### config.mk
export PLATFORM = sky130hd
export DESIGN_NAME = countdown_guard
export DESIGN_NICKNAME = d
export VERILOG_FILES = /design/src/logic/countdown_guard_pkg.sv /design/src/logic/lf_tick_if.sv /design/src/logic/countdown_guard.sv /design/src/logic/lf_tick_div.sv
export SDC_FILE = /design/constraint.sdc
export NUM_CORES = 1
export LEC_CHECK = 0
export BUFFER_PORTS_ARGS = -buffer_cell sky130_fd_sc_hd__clkbuf_2
export CAP_MARGIN = 40
export CORE_ASPECT_RATIO = 0.5
export CORE_MARGIN = 2
export CORE_UTILIZATION = 50
export CTS_BUF_LIST = sky130_fd_sc_hd__clkbuf_8 sky130_fd_sc_hd__clkbuf_16
export DETAILED_ROUTE_END_ITERATION = 10
export PLACE_DENSITY = 0.7
export SETUP_SLACK_MARGIN = 0.05
export SLEW_MARGIN = 20
export SYNTH_ARGS = -nofsm -noshare
export SYNTH_HDL_FRONTEND = slang
export SYNTH_SLANG_ARGS = --single-unit
export TNS_END_PERCENT = 20
### constraint.sdc
create_clock -name ref_clk -period 16.33 [get_ports ref_clk]
set_clock_uncertainty 0.05 [all_clocks]
set_input_delay 3.266 -clock ref_clk [delete_from_list [all_inputs] [get_ports ref_clk]]
set_output_delay 3.266 -clock ref_clk [all_outputs]
set_load 0.01 [all_outputs]
### src/logic/countdown_guard_pkg.sv
// Purpose: Constants shared by the countdown guard watchdog
// Assumes: 32-bit APB, 100 MHz ref_clk, low_freq_clock tick from a divider
// Notes:   Byte offsets match the register map
package countdown_guard_pkg;
  localparam logic [11:0] OFS_START     = 12'h000;
  localparam logic [11:0] OFS_SUB       = 12'h080;
  localparam logic [11:0] OFS_FLAG      = 12'h100;
  localparam logic [11:0] OFS_PUB       = 12'h180;
  localparam logic [11:0] OFS_IRQ_SET   = 12'h304;
  localparam logic [11:0] OFS_IRQ_CLR   = 12'h308;
  localparam logic [11:0] OFS_RUN       = 12'h400;
  localparam logic [11:0] OFS_REQ_STATE = 12'h404;
  localparam logic [11:0] OFS_CRV       = 12'h504;
  localparam logic [11:0] OFS_RELOAD_REQUEST_ENABLE      = 12'h508;
  localparam logic [11:0] OFS_PAUSE     = 12'h50C;
  localparam logic [11:0] OFS_RR_BASE   = 12'h600;
  localparam logic [11:0] OFS_RR_LAST   = 12'h61C;
  localparam int          RR_COUNT      = 8;
  localparam logic [31:0] RELOAD_KEY    = 32'h6E524635;
  localparam logic [31:0] CRV_RESET     = 32'hFFFFFFFF;
  localparam logic [7:0]  RELOAD_REQUEST_ENABLE_RESET    = 8'h01;
  localparam logic [1:0]  PAUSE_RESET   = 2'h3;
  localparam int          CH_EN_BIT     = 31;
  localparam int          PAUSE_SLEEP_BIT = 0;
  localparam int          PAUSE_HALT_BIT  = 1;
  localparam int          PAUSE_HALT_POS  = 3;
  localparam int          LF_HZ         = 32768;
  localparam int          REF_HZ        = 100000000;
  localparam int          LF_DIV        = REF_HZ / LF_HZ;
  localparam logic [1:0]  IRQ_RESET_DELAY = 2'h2;
  typedef enum logic [1:0] {
    ST_STOPPED = 2'b00,
    ST_RUNNING = 2'b01,
    ST_DELAY   = 2'b11,
    ST_RESET   = 2'b10
  } guard_state_e;
endpackage : countdown_guard_pkg

### src/logic/lf_tick_if.sv
// Purpose: Carries the low-frequency tick between divider and watchdog
// Assumes: Single ref_clk domain
// Notes:   Tick is a one-cycle pulse
`timescale 1ns/10ps
`default_nettype none
interface lf_tick_if;
  logic tick;
  modport src (output tick);
  modport dst (input tick);
endinterface : lf_tick_if
`default_nettype wire

### src/logic/countdown_guard.sv
// Purpose: Countdown watchdog with APB registers and event channels
// Assumes: Sleep, halt and osc status inputs are asynchronous pins
// Notes:   APB answers with zero wait states; pslverr on unmapped address
`timescale 1ns/10ps
`default_nettype none
module countdown_guard (
  input  wire logic        ref_clk,
  input  wire logic        sys_rst,
  input  wire logic        psel,
  input  wire logic        penable,
  input  wire logic        pwrite,
  input  wire logic [11:0] paddr,
  input  wire logic [31:0] pwdata,
  output logic [31:0]      prdata,
  output logic             pready,
  output logic             pslverr,
  input  wire logic        cpu_sleeping,
  input  wire logic        cpu_halted,
  input  wire logic        other_lf_running,
  input  wire logic        chan_event_valid,
  input  wire logic [7:0]  chan_event_index,
  output logic             chan_publish_valid,
  output logic [7:0]       chan_publish_index,
  output logic             expiry_irq,
  output logic             rc_osc_force,
  output logic             wdt_reset_req
);

  // **********************************************
  // State
  // **********************************************
  typedef struct packed {
    countdown_guard_pkg::guard_state_e fsm;
    logic [31:0] count;
    logic [31:0] counter_reload_value;
    logic [7:0]  reload_request_enable;
    logic [7:0]  keyed;
    logic [1:0]  pause;
    logic        sub_en;
    logic [7:0]  sub_ch;
    logic        pub_en;
    logic [7:0]  pub_ch;
    logic        irq_en;
    logic        flag;
    logic [1:0]  delay;
    logic [2:0]  sleep_sync;
    logic [2:0]  halt_sync;
    logic [2:0]  osc_sync;
    logic        sleep_q;
    logic        halt_q;
    logic        osc_q;
    logic [31:0] rdata;
    logic        slverr;
    logic        ready;
    logic        pub_valid;
    logic        irq;
    logic        osc_force;
    logic        rst_req;
  } guard_s;

  guard_s st_reg;
  guard_s st_next;
  logic   lf_tick;

  // **********************************************
  // Low-frequency tick
  // **********************************************
  lf_tick_if lf ();
  lf_tick_div u_div (
    .ref_clk (ref_clk),
    .sys_rst (sys_rst),
    .lf      (lf)
  );
  assign lf_tick = lf.tick;

  // **********************************************
  // Helpers
  // **********************************************
  // Packs a channel register: enable at the top, index in the low byte
  function automatic logic chan_reg(input logic en, input logic [7:0] ch, output logic [31:0] v);
    v = 32'h00000000;
    v[countdown_guard_pkg::CH_EN_BIT] = en;
    v[7:0] = ch;
    return en;
  endfunction : chan_reg

  // **********************************************
  // Next state
  // **********************************************
  logic        setup;
  logic        wr;
  logic        rd;
  logic        running;
  logic        paused;
  logic        grant;
  logic        start;
  logic        mapped;
  logic [7:0]  rr_hit;
  logic [7:0]  pending;
  logic [2:0]  rr_idx;
  logic [31:0] rv;
  logic        unused_en;

  always_comb begin
    st_next   = st_reg;
    rv        = 32'h00000000;
    unused_en = 1'b0;
    rr_hit    = 8'h00;
    rr_idx    = paddr[4:2];
    setup     = psel && !penable;
    // Writes land at the access edge, where pready is sampled high
    wr        = psel && penable && st_reg.ready && pwrite;
    rd        = setup && !pwrite;
    running   = st_reg.fsm != countdown_guard_pkg::ST_STOPPED;
    pending   = st_reg.reload_request_enable & ~st_reg.keyed;

    // **********************************************
    // Pin synchronisers
    // **********************************************
    st_next.sleep_sync = {st_reg.sleep_sync[1:0], cpu_sleeping};
    st_next.halt_sync  = {st_reg.halt_sync[1:0], cpu_halted};
    st_next.osc_sync   = {st_reg.osc_sync[1:0], other_lf_running};
    if (st_reg.sleep_sync[1] == st_reg.sleep_sync[2]) begin
      st_next.sleep_q = st_reg.sleep_sync[2];
    end
    if (st_reg.halt_sync[1] == st_reg.halt_sync[2]) begin
      st_next.halt_q = st_reg.halt_sync[2];
    end
    if (st_reg.osc_sync[1] == st_reg.osc_sync[2]) begin
      st_next.osc_q = st_reg.osc_sync[2];
    end

    // Pause bit 0 means pause in that CPU state
    paused = (st_reg.sleep_q && !st_reg.pause[countdown_guard_pkg::PAUSE_SLEEP_BIT]) ||
             (st_reg.halt_q && !st_reg.pause[countdown_guard_pkg::PAUSE_HALT_BIT]);

    // **********************************************
    // Register read decode
    // **********************************************
    mapped = 1'b1;
    unique case (paddr)
      countdown_guard_pkg::OFS_START:     rv = 32'h00000000;
      countdown_guard_pkg::OFS_SUB:       unused_en = chan_reg(st_reg.sub_en, st_reg.sub_ch, rv);
      countdown_guard_pkg::OFS_FLAG:      rv = {31'h00000000, st_reg.flag};
      countdown_guard_pkg::OFS_PUB:       unused_en = chan_reg(st_reg.pub_en, st_reg.pub_ch, rv);
      countdown_guard_pkg::OFS_IRQ_SET,
      countdown_guard_pkg::OFS_IRQ_CLR:   rv = {31'h00000000, st_reg.irq_en};
      countdown_guard_pkg::OFS_RUN:       rv = {31'h00000000, running};
      countdown_guard_pkg::OFS_REQ_STATE: rv = {24'h000000, pending};
      countdown_guard_pkg::OFS_CRV:       rv = st_reg.counter_reload_value;
      countdown_guard_pkg::OFS_RELOAD_REQUEST_ENABLE:      rv = {24'h000000, st_reg.reload_request_enable};
      countdown_guard_pkg::OFS_PAUSE: begin
        rv[countdown_guard_pkg::PAUSE_SLEEP_BIT] = st_reg.pause[countdown_guard_pkg::PAUSE_SLEEP_BIT];
        rv[countdown_guard_pkg::PAUSE_HALT_POS]  = st_reg.pause[countdown_guard_pkg::PAUSE_HALT_BIT];
      end
      default: begin
        if (paddr >= countdown_guard_pkg::OFS_RR_BASE && paddr <= countdown_guard_pkg::OFS_RR_LAST &&
            paddr[1:0] == 2'h0) begin
          rv = 32'h00000000;
          rr_hit[rr_idx] = wr;
        end else begin
          mapped = 1'b0;
        end
      end
    endcase

    st_next.ready  = setup;
    st_next.slverr = setup && !mapped;
    st_next.rdata  = (rd && mapped) ? rv : 32'h00000000;
    start = (wr && paddr == countdown_guard_pkg::OFS_START && pwdata[0]) ||
            (st_reg.sub_en && chan_event_valid && chan_event_index == st_reg.sub_ch);

    // **********************************************
    // Register writes
    // **********************************************
    if (wr) begin
      unique case (paddr)
        countdown_guard_pkg::OFS_SUB: begin
          st_next.sub_en = pwdata[countdown_guard_pkg::CH_EN_BIT];
          st_next.sub_ch = pwdata[7:0];
        end
        countdown_guard_pkg::OFS_PUB: begin
          st_next.pub_en = pwdata[countdown_guard_pkg::CH_EN_BIT];
          st_next.pub_ch = pwdata[7:0];
        end
        countdown_guard_pkg::OFS_FLAG:    st_next.flag = pwdata[0];
        countdown_guard_pkg::OFS_IRQ_SET: st_next.irq_en = st_reg.irq_en | pwdata[0];
        countdown_guard_pkg::OFS_IRQ_CLR: st_next.irq_en = st_reg.irq_en & ~pwdata[0];
        countdown_guard_pkg::OFS_CRV: begin
          if (!running) begin
            st_next.counter_reload_value = pwdata;
          end
        end
        countdown_guard_pkg::OFS_RELOAD_REQUEST_ENABLE: begin
          if (!running) begin
            st_next.reload_request_enable = pwdata[7:0];
          end
        end
        countdown_guard_pkg::OFS_PAUSE: begin
          if (!running) begin
            st_next.pause = {pwdata[countdown_guard_pkg::PAUSE_HALT_POS],
                             pwdata[countdown_guard_pkg::PAUSE_SLEEP_BIT]};
          end
        end
        default: begin
        end
      endcase
    end

    // **********************************************
    // Reload requests
    // **********************************************
    // Key must match; recorded until grant
    if (running && pwdata == countdown_guard_pkg::RELOAD_KEY) begin
      st_next.keyed = st_reg.keyed | (rr_hit & st_reg.reload_request_enable);
    end
    grant = running && st_reg.reload_request_enable != 8'h00 && (st_next.keyed & st_reg.reload_request_enable) == st_reg.reload_request_enable;

    st_next.pub_valid = 1'b0;
    st_next.irq       = st_reg.flag && st_reg.irq_en;
    st_next.osc_force = running && !st_reg.osc_q;

    // **********************************************
    // Watchdog sequencer
    // **********************************************
    unique case (st_reg.fsm)
      countdown_guard_pkg::ST_STOPPED: begin
        if (start) begin
          st_next.fsm   = countdown_guard_pkg::ST_RUNNING;
          st_next.count = st_reg.counter_reload_value;
          st_next.keyed = 8'h00;
        end
      end

      countdown_guard_pkg::ST_RUNNING: begin
        if (grant) begin
          st_next.count = st_reg.counter_reload_value;
          st_next.keyed = 8'h00;
        end else if (lf_tick && !paused) begin
          if (st_reg.count == 32'h00000000) begin
            // Zero lasts one tick, so period is crv plus one ticks
            st_next.flag      = 1'b1;
            st_next.pub_valid = st_reg.pub_en;
            if (st_reg.irq_en) begin
              st_next.fsm   = countdown_guard_pkg::ST_DELAY;
              st_next.delay = countdown_guard_pkg::IRQ_RESET_DELAY;
            end else begin
              st_next.fsm     = countdown_guard_pkg::ST_RESET;
              st_next.rst_req = 1'b1;
            end
          end else begin
            st_next.count = st_reg.count - 32'h00000001;
          end
        end
      end

      countdown_guard_pkg::ST_DELAY: begin
        if (lf_tick) begin
          st_next.delay = st_reg.delay - 2'h1;
          if (st_reg.delay == 2'h1) begin
            st_next.fsm     = countdown_guard_pkg::ST_RESET;
            st_next.rst_req = 1'b1;
          end
        end
      end

      countdown_guard_pkg::ST_RESET: begin
        st_next.rst_req = 1'b1;
      end
    endcase
  end

  // **********************************************
  // State register
  // **********************************************
  always_ff @(posedge ref_clk or posedge sys_rst) begin
    if (sys_rst) begin
      st_reg       <= '0;
      st_reg.fsm   <= countdown_guard_pkg::ST_STOPPED;
      st_reg.counter_reload_value   <= countdown_guard_pkg::CRV_RESET;
      st_reg.reload_request_enable  <= countdown_guard_pkg::RELOAD_REQUEST_ENABLE_RESET;
      st_reg.pause <= countdown_guard_pkg::PAUSE_RESET;
    end else begin
      st_reg <= st_next;
    end
  end

  // **********************************************
  // Outputs
  // **********************************************
  assign prdata             = st_reg.rdata;
  assign pready             = st_reg.ready;
  assign pslverr            = st_reg.slverr;
  assign chan_publish_valid = st_reg.pub_valid;
  assign chan_publish_index = st_reg.pub_ch;
  assign expiry_irq         = st_reg.irq;
  assign rc_osc_force       = st_reg.osc_force;
  assign wdt_reset_req      = st_reg.rst_req;

  // **********************************************
  // Checks
  // **********************************************
  chk_reset_sticky: assert property (@(posedge ref_clk) disable iff (sys_rst)
    $rose(wdt_reset_req) |=> wdt_reset_req [*8]) else $error("reset request dropped");
  chk_crv_locked: assert property (@(posedge ref_clk) disable iff (sys_rst)
    (st_reg.fsm != countdown_guard_pkg::ST_STOPPED) |=> $stable(st_reg.counter_reload_value)) else $error("crv changed while running");
  chk_reload_request_enable_locked: assert property (@(posedge ref_clk) disable iff (sys_rst)
    (st_reg.fsm != countdown_guard_pkg::ST_STOPPED) |=> $stable(st_reg.reload_request_enable)) else $error("reload_request_enable changed while running");
  chk_start_load: assert property (@(posedge ref_clk) disable iff (sys_rst)
    (st_reg.fsm == countdown_guard_pkg::ST_STOPPED && start) |=> st_reg.count == $past(st_reg.counter_reload_value)) else $error("no load on start");
  chk_grant_reload: assert property (@(posedge ref_clk) disable iff (sys_rst)
    (st_reg.fsm == countdown_guard_pkg::ST_RUNNING && grant) |=> st_reg.count == st_reg.counter_reload_value && st_reg.keyed == 8'h00) else $error("no reload");
  chk_no_irq_reset: assert property (@(posedge ref_clk) disable iff (sys_rst)
    ($rose(st_reg.flag) && st_reg.fsm == countdown_guard_pkg::ST_RESET) |-> wdt_reset_req) else $error("reset late");
  chk_irq_delay: assert property (@(posedge ref_clk) disable iff (sys_rst)
    (st_reg.fsm == countdown_guard_pkg::ST_DELAY) |-> !wdt_reset_req) else $error("reset too early");
  chk_run_read: assert property (@(posedge ref_clk) disable iff (sys_rst)
    (psel && !penable && !pwrite && paddr == countdown_guard_pkg::OFS_RUN) |=>
    prdata[0] == ($past(st_reg.fsm) != countdown_guard_pkg::ST_STOPPED)) else $error("run indicator wrong");
  chk_pause_hold: assert property (@(posedge ref_clk) disable iff (sys_rst)
    (st_reg.fsm == countdown_guard_pkg::ST_RUNNING && paused && !grant) |=> $stable(st_reg.count)) else $error("counted while paused");
  chk_wrap_flag: assert property (@(posedge ref_clk) disable iff (sys_rst)
    (st_reg.fsm == countdown_guard_pkg::ST_RUNNING && lf_tick && !paused && !grant &&
     st_reg.count == 32'h00000000) |=> st_reg.flag) else $error("no expiry on wrap");
  chk_delay_on_tick: assert property (@(posedge ref_clk) disable iff (sys_rst)
    (st_reg.fsm == countdown_guard_pkg::ST_DELAY && !lf_tick) |=> st_reg.fsm == countdown_guard_pkg::ST_DELAY)
    else $error("delay left between ticks");
  chk_grant_keyed: assert property (@(posedge ref_clk) disable iff (sys_rst)
    (st_reg.fsm == countdown_guard_pkg::ST_RUNNING && grant) |->
    (psel && penable && pwrite && pwdata == countdown_guard_pkg::RELOAD_KEY)) else $error("grant without key");
  chk_pub_pulse: assert property (@(posedge ref_clk) disable iff (sys_rst)
    chan_publish_valid |=> !chan_publish_valid) else $error("publish pulse too long");
  chk_osc_stopped: assert property (@(posedge ref_clk) disable iff (sys_rst)
    (st_reg.fsm == countdown_guard_pkg::ST_STOPPED) |=> !rc_osc_force) else $error("osc forced when stopped");

  // **********************************************
  // Coverage
  // **********************************************
  cov_start: cover property (@(posedge ref_clk) disable iff (sys_rst) $rose(running));
  cov_grant: cover property (@(posedge ref_clk) disable iff (sys_rst) grant);
  cov_delay: cover property (@(posedge ref_clk) disable iff (sys_rst) st_reg.fsm == countdown_guard_pkg::ST_DELAY);
  cov_reset: cover property (@(posedge ref_clk) disable iff (sys_rst) $rose(wdt_reset_req));
  cov_pause: cover property (@(posedge ref_clk) disable iff (sys_rst)
    st_reg.fsm == countdown_guard_pkg::ST_RUNNING && paused && lf_tick);
endmodule : countdown_guard
`default_nettype wire

### src/logic/lf_tick_div.sv
// Purpose: Divides ref_clk down to the low-frequency clock rate
// Assumes: DIV at least 2
// Notes:   Emits one enable pulse per low-frequency period
`timescale 1ns/10ps
`default_nettype none
module lf_tick_div #(
  parameter int DIV = countdown_guard_pkg::LF_DIV
) (
  input  wire logic ref_clk,
  input  wire logic sys_rst,
  lf_tick_if.src    lf
);
  typedef struct packed {
    logic [15:0] cnt;
    logic        tick;
  } div_s;
  div_s st_reg;
  div_s st_next;
  localparam logic [15:0] DIV_LAST = 16'(DIV - 1);
  always_comb begin
    st_next      = st_reg;
    st_next.tick = 1'b0;
    if (st_reg.cnt == DIV_LAST) begin
      st_next.cnt  = 16'h0000;
      st_next.tick = 1'b1;
    end else begin
      st_next.cnt = st_reg.cnt + 16'h0001;
    end
  end
  always_ff @(posedge ref_clk or posedge sys_rst) begin
    if (sys_rst) begin
      st_reg <= '0;
    end else begin
      st_reg <= st_next;
    end
  end
  assign lf.tick = st_reg.tick;
endmodule : lf_tick_div
`default_nettype wire

# [Yosys cells after proc, flatten, opt, wreduce, memory -nomap -nowiden]
# Cells that the tools add are included.
[word_totals] regBits=173 wordCells=179
[classes] addsub=3 order_cmp=4 eq_ne=31 mux=49 bitwise_logic=10 reduce_logical=54
[op_table] cell="28-bit one-hot mux with 5 select lines" n=1
[op_table] cell="32-bit two-way mux" n=3
[op_table] cell="34-bit two-way mux" n=2
[op_table] cell="32-bit one-hot mux with 2 select lines" n=1
[op_table] cell="12-bit by 11-bit equality test with 1-bit output (second input constant)" n=5
[op_table] cell="8-bit two-way mux" n=5
[op_table] cell="8-bit AND" n=4
[op_table] cell="32-bit by 31-bit equality test with 1-bit output (second input constant)" n=1
[op_table] cell="32-bit logical NOT" n=1
[op_table] cell="32-bit by 1-bit subtractor with 32-bit output (second input constant)" n=1
[op_table] cell="12-bit by 10-bit equality test with 1-bit output (second input constant)" n=2
[op_table] cell="12-bit by 9-bit equality test with 1-bit output (second input constant)" n=2
[op_table] cell="1-bit logical AND" n=22
[op_table] cell="1-bit two-way mux" n=18
[op_table] cell="16-bit by 1-bit adder with 16-bit output (second input constant)" n=1
[op_table] cell="16-bit by 12-bit equality test with 1-bit output (second input constant)" n=1
[op_table] cell="8-bit equality test" n=2
[op_table] cell="16-bit two-way mux" n=1
[op_table] cell="8-bit one-hot mux with 2 select lines" n=1
[op_table] cell="2-bit inequality test (second input constant)" n=7
[op_table] cell="7-bit AND reduction" n=2
[op_table] cell="12-bit by 8-bit equality test with 1-bit output (second input constant)" n=1
[op_table] cell="12-bit by 11-bit greater-or-equal comparator with 1-bit output (second input constant)" n=1
[op_table] cell="12-bit by 11-bit <= comparator with 1-bit output (second input constant)" n=1
[op_table] cell="36 further kinds" n=65

# [Logic depth before layout (Yosys ltp)]
# Gate-level depths: netlist of the first run.
[depth] depth_word=15 mapped_depth=12

# [By module]
# A second synthesis of the first run with hierarchy kept.
[unflattened] cells_unflattened=829 area_unflattened_um2=8902.3
[by_module_without_submodules] module="countdown_guard" n_inst=1 cells_per_inst=751 area_each_um2=8069.0
[by_module_without_submodules] module="lf_tick_div" n_inst=1 cells_per_inst=78 area_each_um2=833.3

# [Worst setup path before layout of the first run]
# OpenSTA, ideal clock, no wires.
[synth_path] path_type="input port to flip-flop" from="input port paddr[1]" to="register st_reg[100] (netlist bit)" setup_ns=0.082 arrival_ns=5.338 required_time_ns=16.198 slack_ns=10.860 stages=7 cell_sequence="or4_1 -> nor4_1 -> and3_1 -> nand2_1 -> nor2_2 -> buf_2 -> mux2_2"
[synth_via] elab_chain_len=2
[synth_rtl] element="start: declaration" line_no="countdown_guard.sv:12" text="input wire logic [11:0] paddr,"
[synth_rtl] element="12-bit by 11-bit equality test with 1-bit output" line_no="countdown_guard.sv:177" text="unique case (paddr)"
[synth_rtl] element="3-bit AND reduction (no line)"
[synth_rtl] element="end signal: assignment" line_no="countdown_guard.sv:284" text="st_reg <= st_next;"
[synth_rtl] element="end: declaration" line_no="countdown_guard.sv:61" text="guard_s st_reg;"
# Every way passes these cells.
# A chain may end at the register's enable or synchronous reset.

# [Worst setup path after layout of the first run]
[layout_path] from="input port paddr[8]" to="register st_reg[134] (netlist bit)"
[layout_via] elab_chain_len=13 word_cells_on_any_way=33
[layout_rtl] element="12-bit by 11-bit greater-or-equal comparator with 1-bit output or 12-bit by 11-bit <= comparator with 1-bit output (tied branches)" line_no="countdown_guard.sv:157" text="if (paddr >= countdown_guard_pkg::OFS_RR_BASE && paddr <= countdown_guard_pkg::OFS_RR_LAST &&"
[layout_rtl] element="1-bit logical AND (2 in series)" line_no="countdown_guard.sv:157"
[layout_rtl] element="8-bit two-way mux" line_no="countdown_guard.sv:157"
[layout_rtl] element="8-bit two-way mux" line_no="countdown_guard.sv:141" text="unique case (paddr)"
[layout_rtl] element="8-bit AND" line_no="countdown_guard.sv:215" text="st_next.keyed = st_reg.keyed | (rr_hit & st_reg.reload_request_enable);"
[layout_rtl] element="8-bit OR" line_no="countdown_guard.sv:215"
[layout_rtl] element="8-bit two-way mux" line_no="countdown_guard.sv:214" text="if (running && pwdata == countdown_guard_pkg::RELOAD_KEY) begin"
[layout_rtl] element="8-bit AND" line_no="countdown_guard.sv:217" text="grant = running && st_reg.reload_request_enable != 8'h00 && (st_next.keyed & st_reg.reload_request_enable) == ..."
[layout_rtl] element="8-bit equality test" line_no="countdown_guard.sv:217"
[layout_rtl] element="1-bit logical AND" line_no="countdown_guard.sv:217"
[layout_rtl] element="3-bit inequality test (no line) or 32-bit two-way mux (tied branches)"
[layout_rtl] element="4-bit AND reduction (no line) or 32-bit one-hot mux with 2 select lines (tied branches)"
# Several ways; a longest one is shown, not always the timed one.

==> metrics.md, run 1 <==
| Metric | Value |
|---|---|
| NetSw | slightly above 200 uW |
| IO Port Bufs | 106 |
| Sinks on the clock net | approximately 170 |
| P&R area growth vs syn | 11.72% |
| Fraction of registers with async set/reset | 100.0% |
| Mapped Avg Cell Area | around 11 sq um |
| Total power | around 850 uW |
| Hold slack | 0.2989 ns |
| Post-synthesis mux area share | a little under an eighth |
| Synth warn | 0 |
| Netlist Area Pre-Place | around 8900 sq um |
| Pre-CTS setup slack | 9.366 ns |
| VDD IR-drop max | 0.00007107 V |
| Htree depth | 4 |
| Combinational fraction of design power | 3.9% |
| Crit path kind | input port to flip-flop |
| Sw frac | about a quarter |
| Die area | between 15000 and 20000 sq um |
| Arr. time, crit path | about 6.7 ns |
| Peak Freq | around 160 MHz |
| Post-synthesis sequential area ratio | roughly 50% |
| Core region area | roughly 17000 sq um |
| Wire per inst | ~19 microns |
| Vias after detailed routing | between 6000 and 7000 |
| Post-Synth XOR/XNOR Area | between 2 and 2.5% |
| Leakage | 4.614 nW |
| Post-synthesis compound-gate area fraction | approximately an eighth |
| Final hold vios | 0 |
| Status | finished, final reports clean |
| Slew Limit Fails | 0 |
| # IOs | 107 |
| GRT Overall Usage | 24.55% |
| Die width | a little under 200 microns |
| Crit path launch type | input port |
| Headroom to the max-slew limit | between 40% and 50% |
| Power Internal | roughly 650 uW |
| Most frequent cells in the layout | dfrtp_1 (138), clkbuf_2 (107), mux2_2 (66) |
| Post-synth EDFFs | 0 |
| Starting Density | between 50% and 60% |
| Largest family of logic cells by synthesized area | simple AND/OR/NAND/NOR gates |
| Worst slew pin tran | 0.7727 ns |
| Hold_buf cts | 0 |
| Synth Instances | between 800 and 900 |
| Sequential power share | 50.7% |
| First-pass GRT wire length | around 36 mm |
| Initial antenna violation count | 0 |
| Vias per cell | roughly 6 |
| Clock group share of total power | ~45% |
| RSZ-0062 raised after global routing | false |
| Clk_lat worst skew | 0.44 ns |
| Final #Nets | around 960 |
| Adder-Cell Fraction of Synth Area | less than 1% |
| Final Cycle Share | between 30% and 40% |
| Setup bufs post-CTS | 0 |
| Worst-path clk slew | around 0.07 ns |
| Max FFs per register | between 100 and 150 |
| CTS tree | done |
| WP data required | about 17 ns |
| N_diodes | 0 |
| Post-route ant nets | 0 |
| # resized after CTS | 0 |
| Chip Height | 98.20 microns |
| Crit-path max FO | 34 |
| Commonest non-fill, non-tap cell in the layout | dfrtp_1 |
| Post-synthesis cell type count | 78 |
| Final setup vio count | 0 |
| Gpl congestion | 0.9017 |
| Number of global-route vias before repair | roughly 6600 |
| Initial DRT Pass Iterations | 5 |
| # DRC | 0 |
| Largest area contributor in the netlist | dfrtp_1 |
| Row count | 34 |
| Minimum clock period after layout | roughly 6.4 ns |
| CTS Buf Count | 17 |
| Register bit total from synthesis | 173 |
| Predominant post-synthesis flop cell | dfrtp_1 |
| Min-Delay Path Class | flip-flop to flip-flop |
| Fin worst setup slack | between 9 and 10 ns |
| Remaining global-route overflow | 0 |
| Yosys top cell area share | between 30% and 40% |
| Root Driver | clkbuf_16 |
| Overall routed net length | 21.88 mm |
| Post-Synth Simple-Gate Area | 17.70% |
| Max-capacitance violation count | 0 |
| Layout fillers | about 1500 |
| Clock buffer depth | 2 |
| DR iter-0 viols | about 520 |
| Fraction of layout instances using a drive strength above 1 | between 20% and 30% |
| Placed wire-length estimate | around 16 mm |
| Syn nets | approximately 900 |
| Cell area power density | around 86 nW/um^2 |
| Sum Neg Setup Slack | 0 ns |
| Ranking of synthesized cells by area | dfrtp_1 (39%), dfstp_2 (10%), mux2_2 (8.4%) |
| Pin count of the biggest net entering global routing | between 60 and 70 |
| Critical Path Sink Type | flip-flop |
-- Yosys cell counts (all sizes together) (3+ instances only) --
library cell  count
ha                4
dfstp            35
xnor2            10
nor4bb            3
o221ai            3
inv              33
o21a              3
a22oi            18
mux2             66
o2bb2ai           5
maj3              3
o211ai           25
nand2            49
a21oi            17
nor2             66
mux2i            26
nor4b             4
a31oi            11
and2             27
and4              6
nand4            13
or4              11
nor2b            10
nand3            20
nor3             29
and3              5
o22ai             4
a221o             5
xor2             11
o21ai            25
clkbuf           17
nor4             15
dfrtp           138
buf              59
a222oi            5
or3               7
nand2b            8
-- power by group through the flow --
stage          clock network, mW  logic, mW  registers, mW
4_1_cts                    0.393     0.0329          0.432
3_5_place_dp                   0     0.0328          0.440
6_report                   0.387     0.0333          0.432
5_1_grt                    0.414     0.0373          0.432
3_3_place_gp                   0     0.0319          0.440
2_1_floorplan                  0     0.0149          0.440
-- path summary, 6_finish.rpt --
kind | start | to | slack [ns] | depth (start not counted)
max | paddr[8] | st_reg[134] | 9.89 | 9
min | st_next[48] | st_next[49] | 0.30 | 0
max reg2reg | st_reg[155] | st_reg[134] | 12.69 | 8
min reg2reg | st_next[48] | st_next[49] | 0.30 | 0
max in group asynchronous | sys_rst | st_reg[94] | 12.34 | 4
min in group asynchronous | sys_rst | prdata[1] | 2.79 | 2
-- routing by layer --
metal	up-vias	track usage (%)	wire length, microns
met5	-	0	0
met1	3382	35.71	10370
met4	0	8.045	319
li1	3116	-	-
met3	27	5.679	1420
met2	211	36.25	9770
-- critical path, stage by stage --
cell	delay, ns
clkbuf_2	0.32
nand4bb_1	0.34
or4_4	0.52
nor4_4	0.31
a22oi_2	0.26
o21ai_4	0.69
buf_4	0.52
o21ai_0	0.16
a221o_1	0.31
-- per-stage QoR --
step / instances / util, % / instance area, sq um
after floorplan: 831 / - / 8872
after global placement: 1102 / 53.47 / 9280
after detailed placement: 1106 / 53.70 / 9320
after CTS: 1138 / 56.92 / 9879
after global routing: 1140 / 57.11 / 9912
final: 1140 / 57.11 / 9912
-- cell families (layout without fill, tap and decap cells) --
group                      Yosys count  count (layout)
and+or+nand+nor                    286             286
xor gates and xnor gates            21              21
adders and majority gates            7               7
buffers and inverters              109             184
muxes                               92              92
DFF                                173             173
AOI/OAI and AO/OA                  143             143
-- layout make-up --
class / count / area (sq um) / area share [%]
multi-input combinational: 549 / 3902 / 39.37
inverter: 33 / 128.9 / 1.300
tap: 234 / 292.8 / 2.954
clock inverter: 12 / 92.59 / 0.9341
timing repair buffer: 119 / 655.6 / 6.614
sequential: 173 / 4373 / 44.12
clock buffer: 20 / 466.7 / 4.708
Power figures use the tool's default switching activity.
==> run 2: changes to the inputs <==
--- a/config.mk
+++ b/config.mk
@@ -5,6 +5,7 @@
 export SDC_FILE = /design/constraint.sdc
 export NUM_CORES = 1
 export LEC_CHECK = 0
+export ABC_AREA = 1
 export BUFFER_PORTS_ARGS = -buffer_cell sky130_fd_sc_hd__clkbuf_2
 export CAP_MARGIN = 40
 export CORE_ASPECT_RATIO = 0.5
@@ -12,7 +13,7 @@
 export CORE_UTILIZATION = 50
 export CTS_BUF_LIST = sky130_fd_sc_hd__clkbuf_8 sky130_fd_sc_hd__clkbuf_16
 export DETAILED_ROUTE_END_ITERATION = 10
-export PLACE_DENSITY = 0.7
+export PLACE_DENSITY = 0.73
 export SETUP_SLACK_MARGIN = 0.05
 export SLEW_MARGIN = 20
 export SYNTH_ARGS = -nofsm -noshare
==> constraint.sdc (replaced) <==
create_clock -name ref_clk -period 5.5 [get_ports ref_clk]
set_clock_uncertainty 0.05 [all_clocks]
set_input_delay 1.1 -clock ref_clk [delete_from_list [all_inputs] [get_ports ref_clk]]
set_output_delay 1.1 -clock ref_clk [all_outputs]
set_load 0.01 [all_outputs]
==> run 2 against run 1 <==
Net effect: combinational power grew to 2.8 times the previous value; critical path depth is 7 higher; design area is 2.5% higher; flip-flop and latch count stayed put; core utilization is 0.73 points higher; via count is 18% higher; hold slack better by 0.0040 ns; sequential power grew to 3.0 times the previous value; non-clock buffer count is 1 lower; largest cell class unchanged.
==> metrics.md, run 2 <==
| Metric | Value |
|---|---|
| Status | finished, final reports clean |
| N_diodes | 0 |
| Post-synth EDFFs | 0 |
| # IOs | between 100 and 150 |
| # resized after CTS | 0 |
| Die area | 19310 sq um |
| Netlist Area Pre-Place | 9075 sq um |
| Ranking of synthesized cells by area | dfrtp_1 (38%), nand2_1 (11%), dfstp_2 (10%) |
| Placed Area | between 9000 and 10000 sq um |
| Setup bufs post-CTS | 0 |
| Hold_buf cts | 0 |
| Chip Height | about 99 microns |
| Wire per inst | between 15 and 20 microns |
| Crit path launch type | input port |
| Count leader, synth | nand2_1 |
| R2R cell count | 15 |
| Row count | 34 |
| Headroom to the max-slew limit | a little under two fifths |
| IO Port Bufs | about 110 |
| Remaining global-route overflow | 0 |
| Gpl congestion | 0.9798 |
| Synth warn | 0 |
| Crit path kind | input port to flip-flop |
| Post-synthesis cell type count | between 40 and 50 |
| Mapped Avg Cell Area | 7.884 sq um |
| Hold depth | 0 |
| Worst slew pin tran | between 0.9 and 1 ns |
| Final Cycle Share | 73.41% |
| Vias per cell | between 5 and 6 |
| Arr. time, crit path | roughly 4.3 ns |
| Max FFs per register | a little over 100 |
| Die width | about 200 microns |
| Largest area contributor in the netlist | dfrtp_1 |
| CTS tree | done |
| Pin count of the biggest net entering global routing | around 170 |
| Register bit total from synthesis | 173 |
| Min-Delay Path Class | flip-flop to flip-flop |
| Crit-path max FO | 40 |
| Synth Instances | about 1200 |
| Initial antenna violation count | 0 |
| Clock buffer depth | 2 |
| Final hold vios | 0 |
| Minimum clock period after layout | around 4.0 ns |
| Critical R2R Capture | st_reg[132] |
| Syn nets | approximately 1200 |
| Post-synth top cells | nand2_1 (271), dfrtp_1 (138), inv_1 (131) |
| # DRC | 0 |
| Critical Path Sink Type | flip-flop |
| Starting Density | between 50% and 60% |
| Clk_lat worst skew | ~0.43 ns |
| Post-route ant nets | 0 |
| Peak Freq | about 250 MHz |
| First-pass GRT wire length | about 38 mm |
| Predominant post-synthesis flop cell | dfrtp_1 |
| Post-synthesis sequential area ratio | between 40% and 50% |
| Htree depth | 4 |
| Placed wire-length estimate | 16.33 mm |
| CTS Buf Count | 17 |
| VDD IR-drop max | approximately 0.00021 V |
| Cell area power density | between 200 and 300 nW/um^2 |
| Reg2reg start | pready |
| P&R area growth vs syn | 11.97% |
| Flop2flop setup slack | approximately 1.9 ns |
| GRT Overall Usage | 24.84% |
| Worst-path clk slew | 0.06 ns |
| Vias after detailed routing | 7961 |
| Fraction of layout instances using a drive strength above 1 | ~17% |
| Most frequent cells in the layout | nand2_1 (271), dfrtp_1 (138), inv_1 (131) |
| Fraction of registers with async set/reset | 100.0% |
| Commonest non-fill, non-tap cell in the layout | nand2_1 |
| Yosys top cell area share | a little under two fifths |
| Root Driver | clkbuf_16 |
| Core region area | ~18000 sq um |
| WP data required | around 5.7 ns |
| Final #Nets | between 1000 and 1500 |
| Min-delay src | st_next[45] |
| Pre-CTS setup slack | between 1 and 1.5 ns |
| Initial DRT Pass Iterations | 5 |
| Overall routed net length | between 20 and 25 mm |
| Post-route cell area | 10160 sq um |
| Sum Neg Setup Slack | 0 ns |
| Number of global-route vias before repair | between 7000 and 8000 |
| Final core occ | 57.83% |
| Worst hold endpoint | st_next[46] |
| Final setup vio count | 0 |
| Slew Limit Fails | 0 |
| Leakage | approximately 5.1 nW |
| RSZ-0062 raised after global routing | false |
| Max-capacitance violation count | 0 |
| Fin worst setup slack | approximately 1.5 ns |
| DR iter-0 viols | between 700 and 800 |
| Sinks on the clock net | 173 |
## run 2: cell types whose count changed in the layout (fill, tap and decap cells not counted), moves of 27 or more
cell,delta
and2_1,-27
inv_1,+98
mux2_2,-65
nand2_1,+222
nand3_1,+76
nor2_1,+59
o21ai_0,+32
## run 2: critical path, stage by stage
cell and delay, ns:
clkbuf_2 0.09, nand4_1 0.57, inv_1 0.19, nand2_1 0.07
nor2_1 0.24, nand3_1 0.15, nand3_1 0.11, nand3_1 0.09
nor2_2 0.12, nand2_2 0.42, a21oi_4 0.26, buf_4 0.33
nand2_1 0.08, buf_4 0.27, nand2_1 0.10, o21ai_1 0.07
## run 2: area by class of cell
| type | instances | area (sq um) |
|---|---|---|
| tap | 234 | 292.8 |
| timing repair buffer | 118 | 645.6 |
| fill | 1589 | 7408 |
| clock inverter | 15 | 162.7 |
| inverter | 137 | 518.0 |
| clock buffer | 17 | 425.4 |
| sequential | 173 | 4373 |
| multi-input combinational | 766 | 3744 |
## run 2: worst max path at each step
stage	from	to	slack [ns]	cells after the start
final	pwrite	st_reg[132]	1.46	16
after global routing	penable	st_reg[146]	1.17	16
after CTS	pwrite	st_reg[128]	1.61	16
after detailed placement	pwrite	st_reg[147]	1.17	16
after global placement	pwrite	st_reg[147]	1.31	16
after floorplan	sys_rst	async pin	2.17	1
## run 2: power breakdown
part / switching, mW / leakage (nW) / internal [mW]
Combinational: 0.0639 / 2.70 / 0.0280
Clock: 0.542 / 0.286 / 0.679
Sequential: 0.00304 / 2.13 / 1.28
Total: 0.609 / 5.11 / 1.99
## run 2: cell families (layout without fill, tap and decap cells)
family          count (synthesis)  after routing  synth area share, %
simple gates                  592            592                28.24
fa+ha+maj                       7              7               0.8824
buf+inv                       212            287                10.64
compound gates                128            128                8.259
flops                         173            173                48.19
xor+xnor                       38             38                3.667
mux                             1              1               0.1241
## run 2: stage by stage
step	instances	power, mW	hold slack (ns)
final	1460	2.596	0.3029
after global routing	1460	2.684	0.3139
after CTS	1460	2.615	0.3057
after detailed placement	1428	1.399	0.2903
after global placement	1426	1.397	0.2814
after floorplan	1151	1.350	0.2812
## run 2: layer usage
metal | track usage [%] | up-vias | wire [microns] | part of all wire (%)
li1 | - | 3798 | - | -
met1 | 34.89 | 3808 | 10560 | 46
met2 | 38.68 | 318 | 10440 | 45
met3 | 5.832 | 37 | 1677 | 7.3
met4 | 7.337 | 0 | 391 | 1.7
met5 | 0 | - | 0 | 0
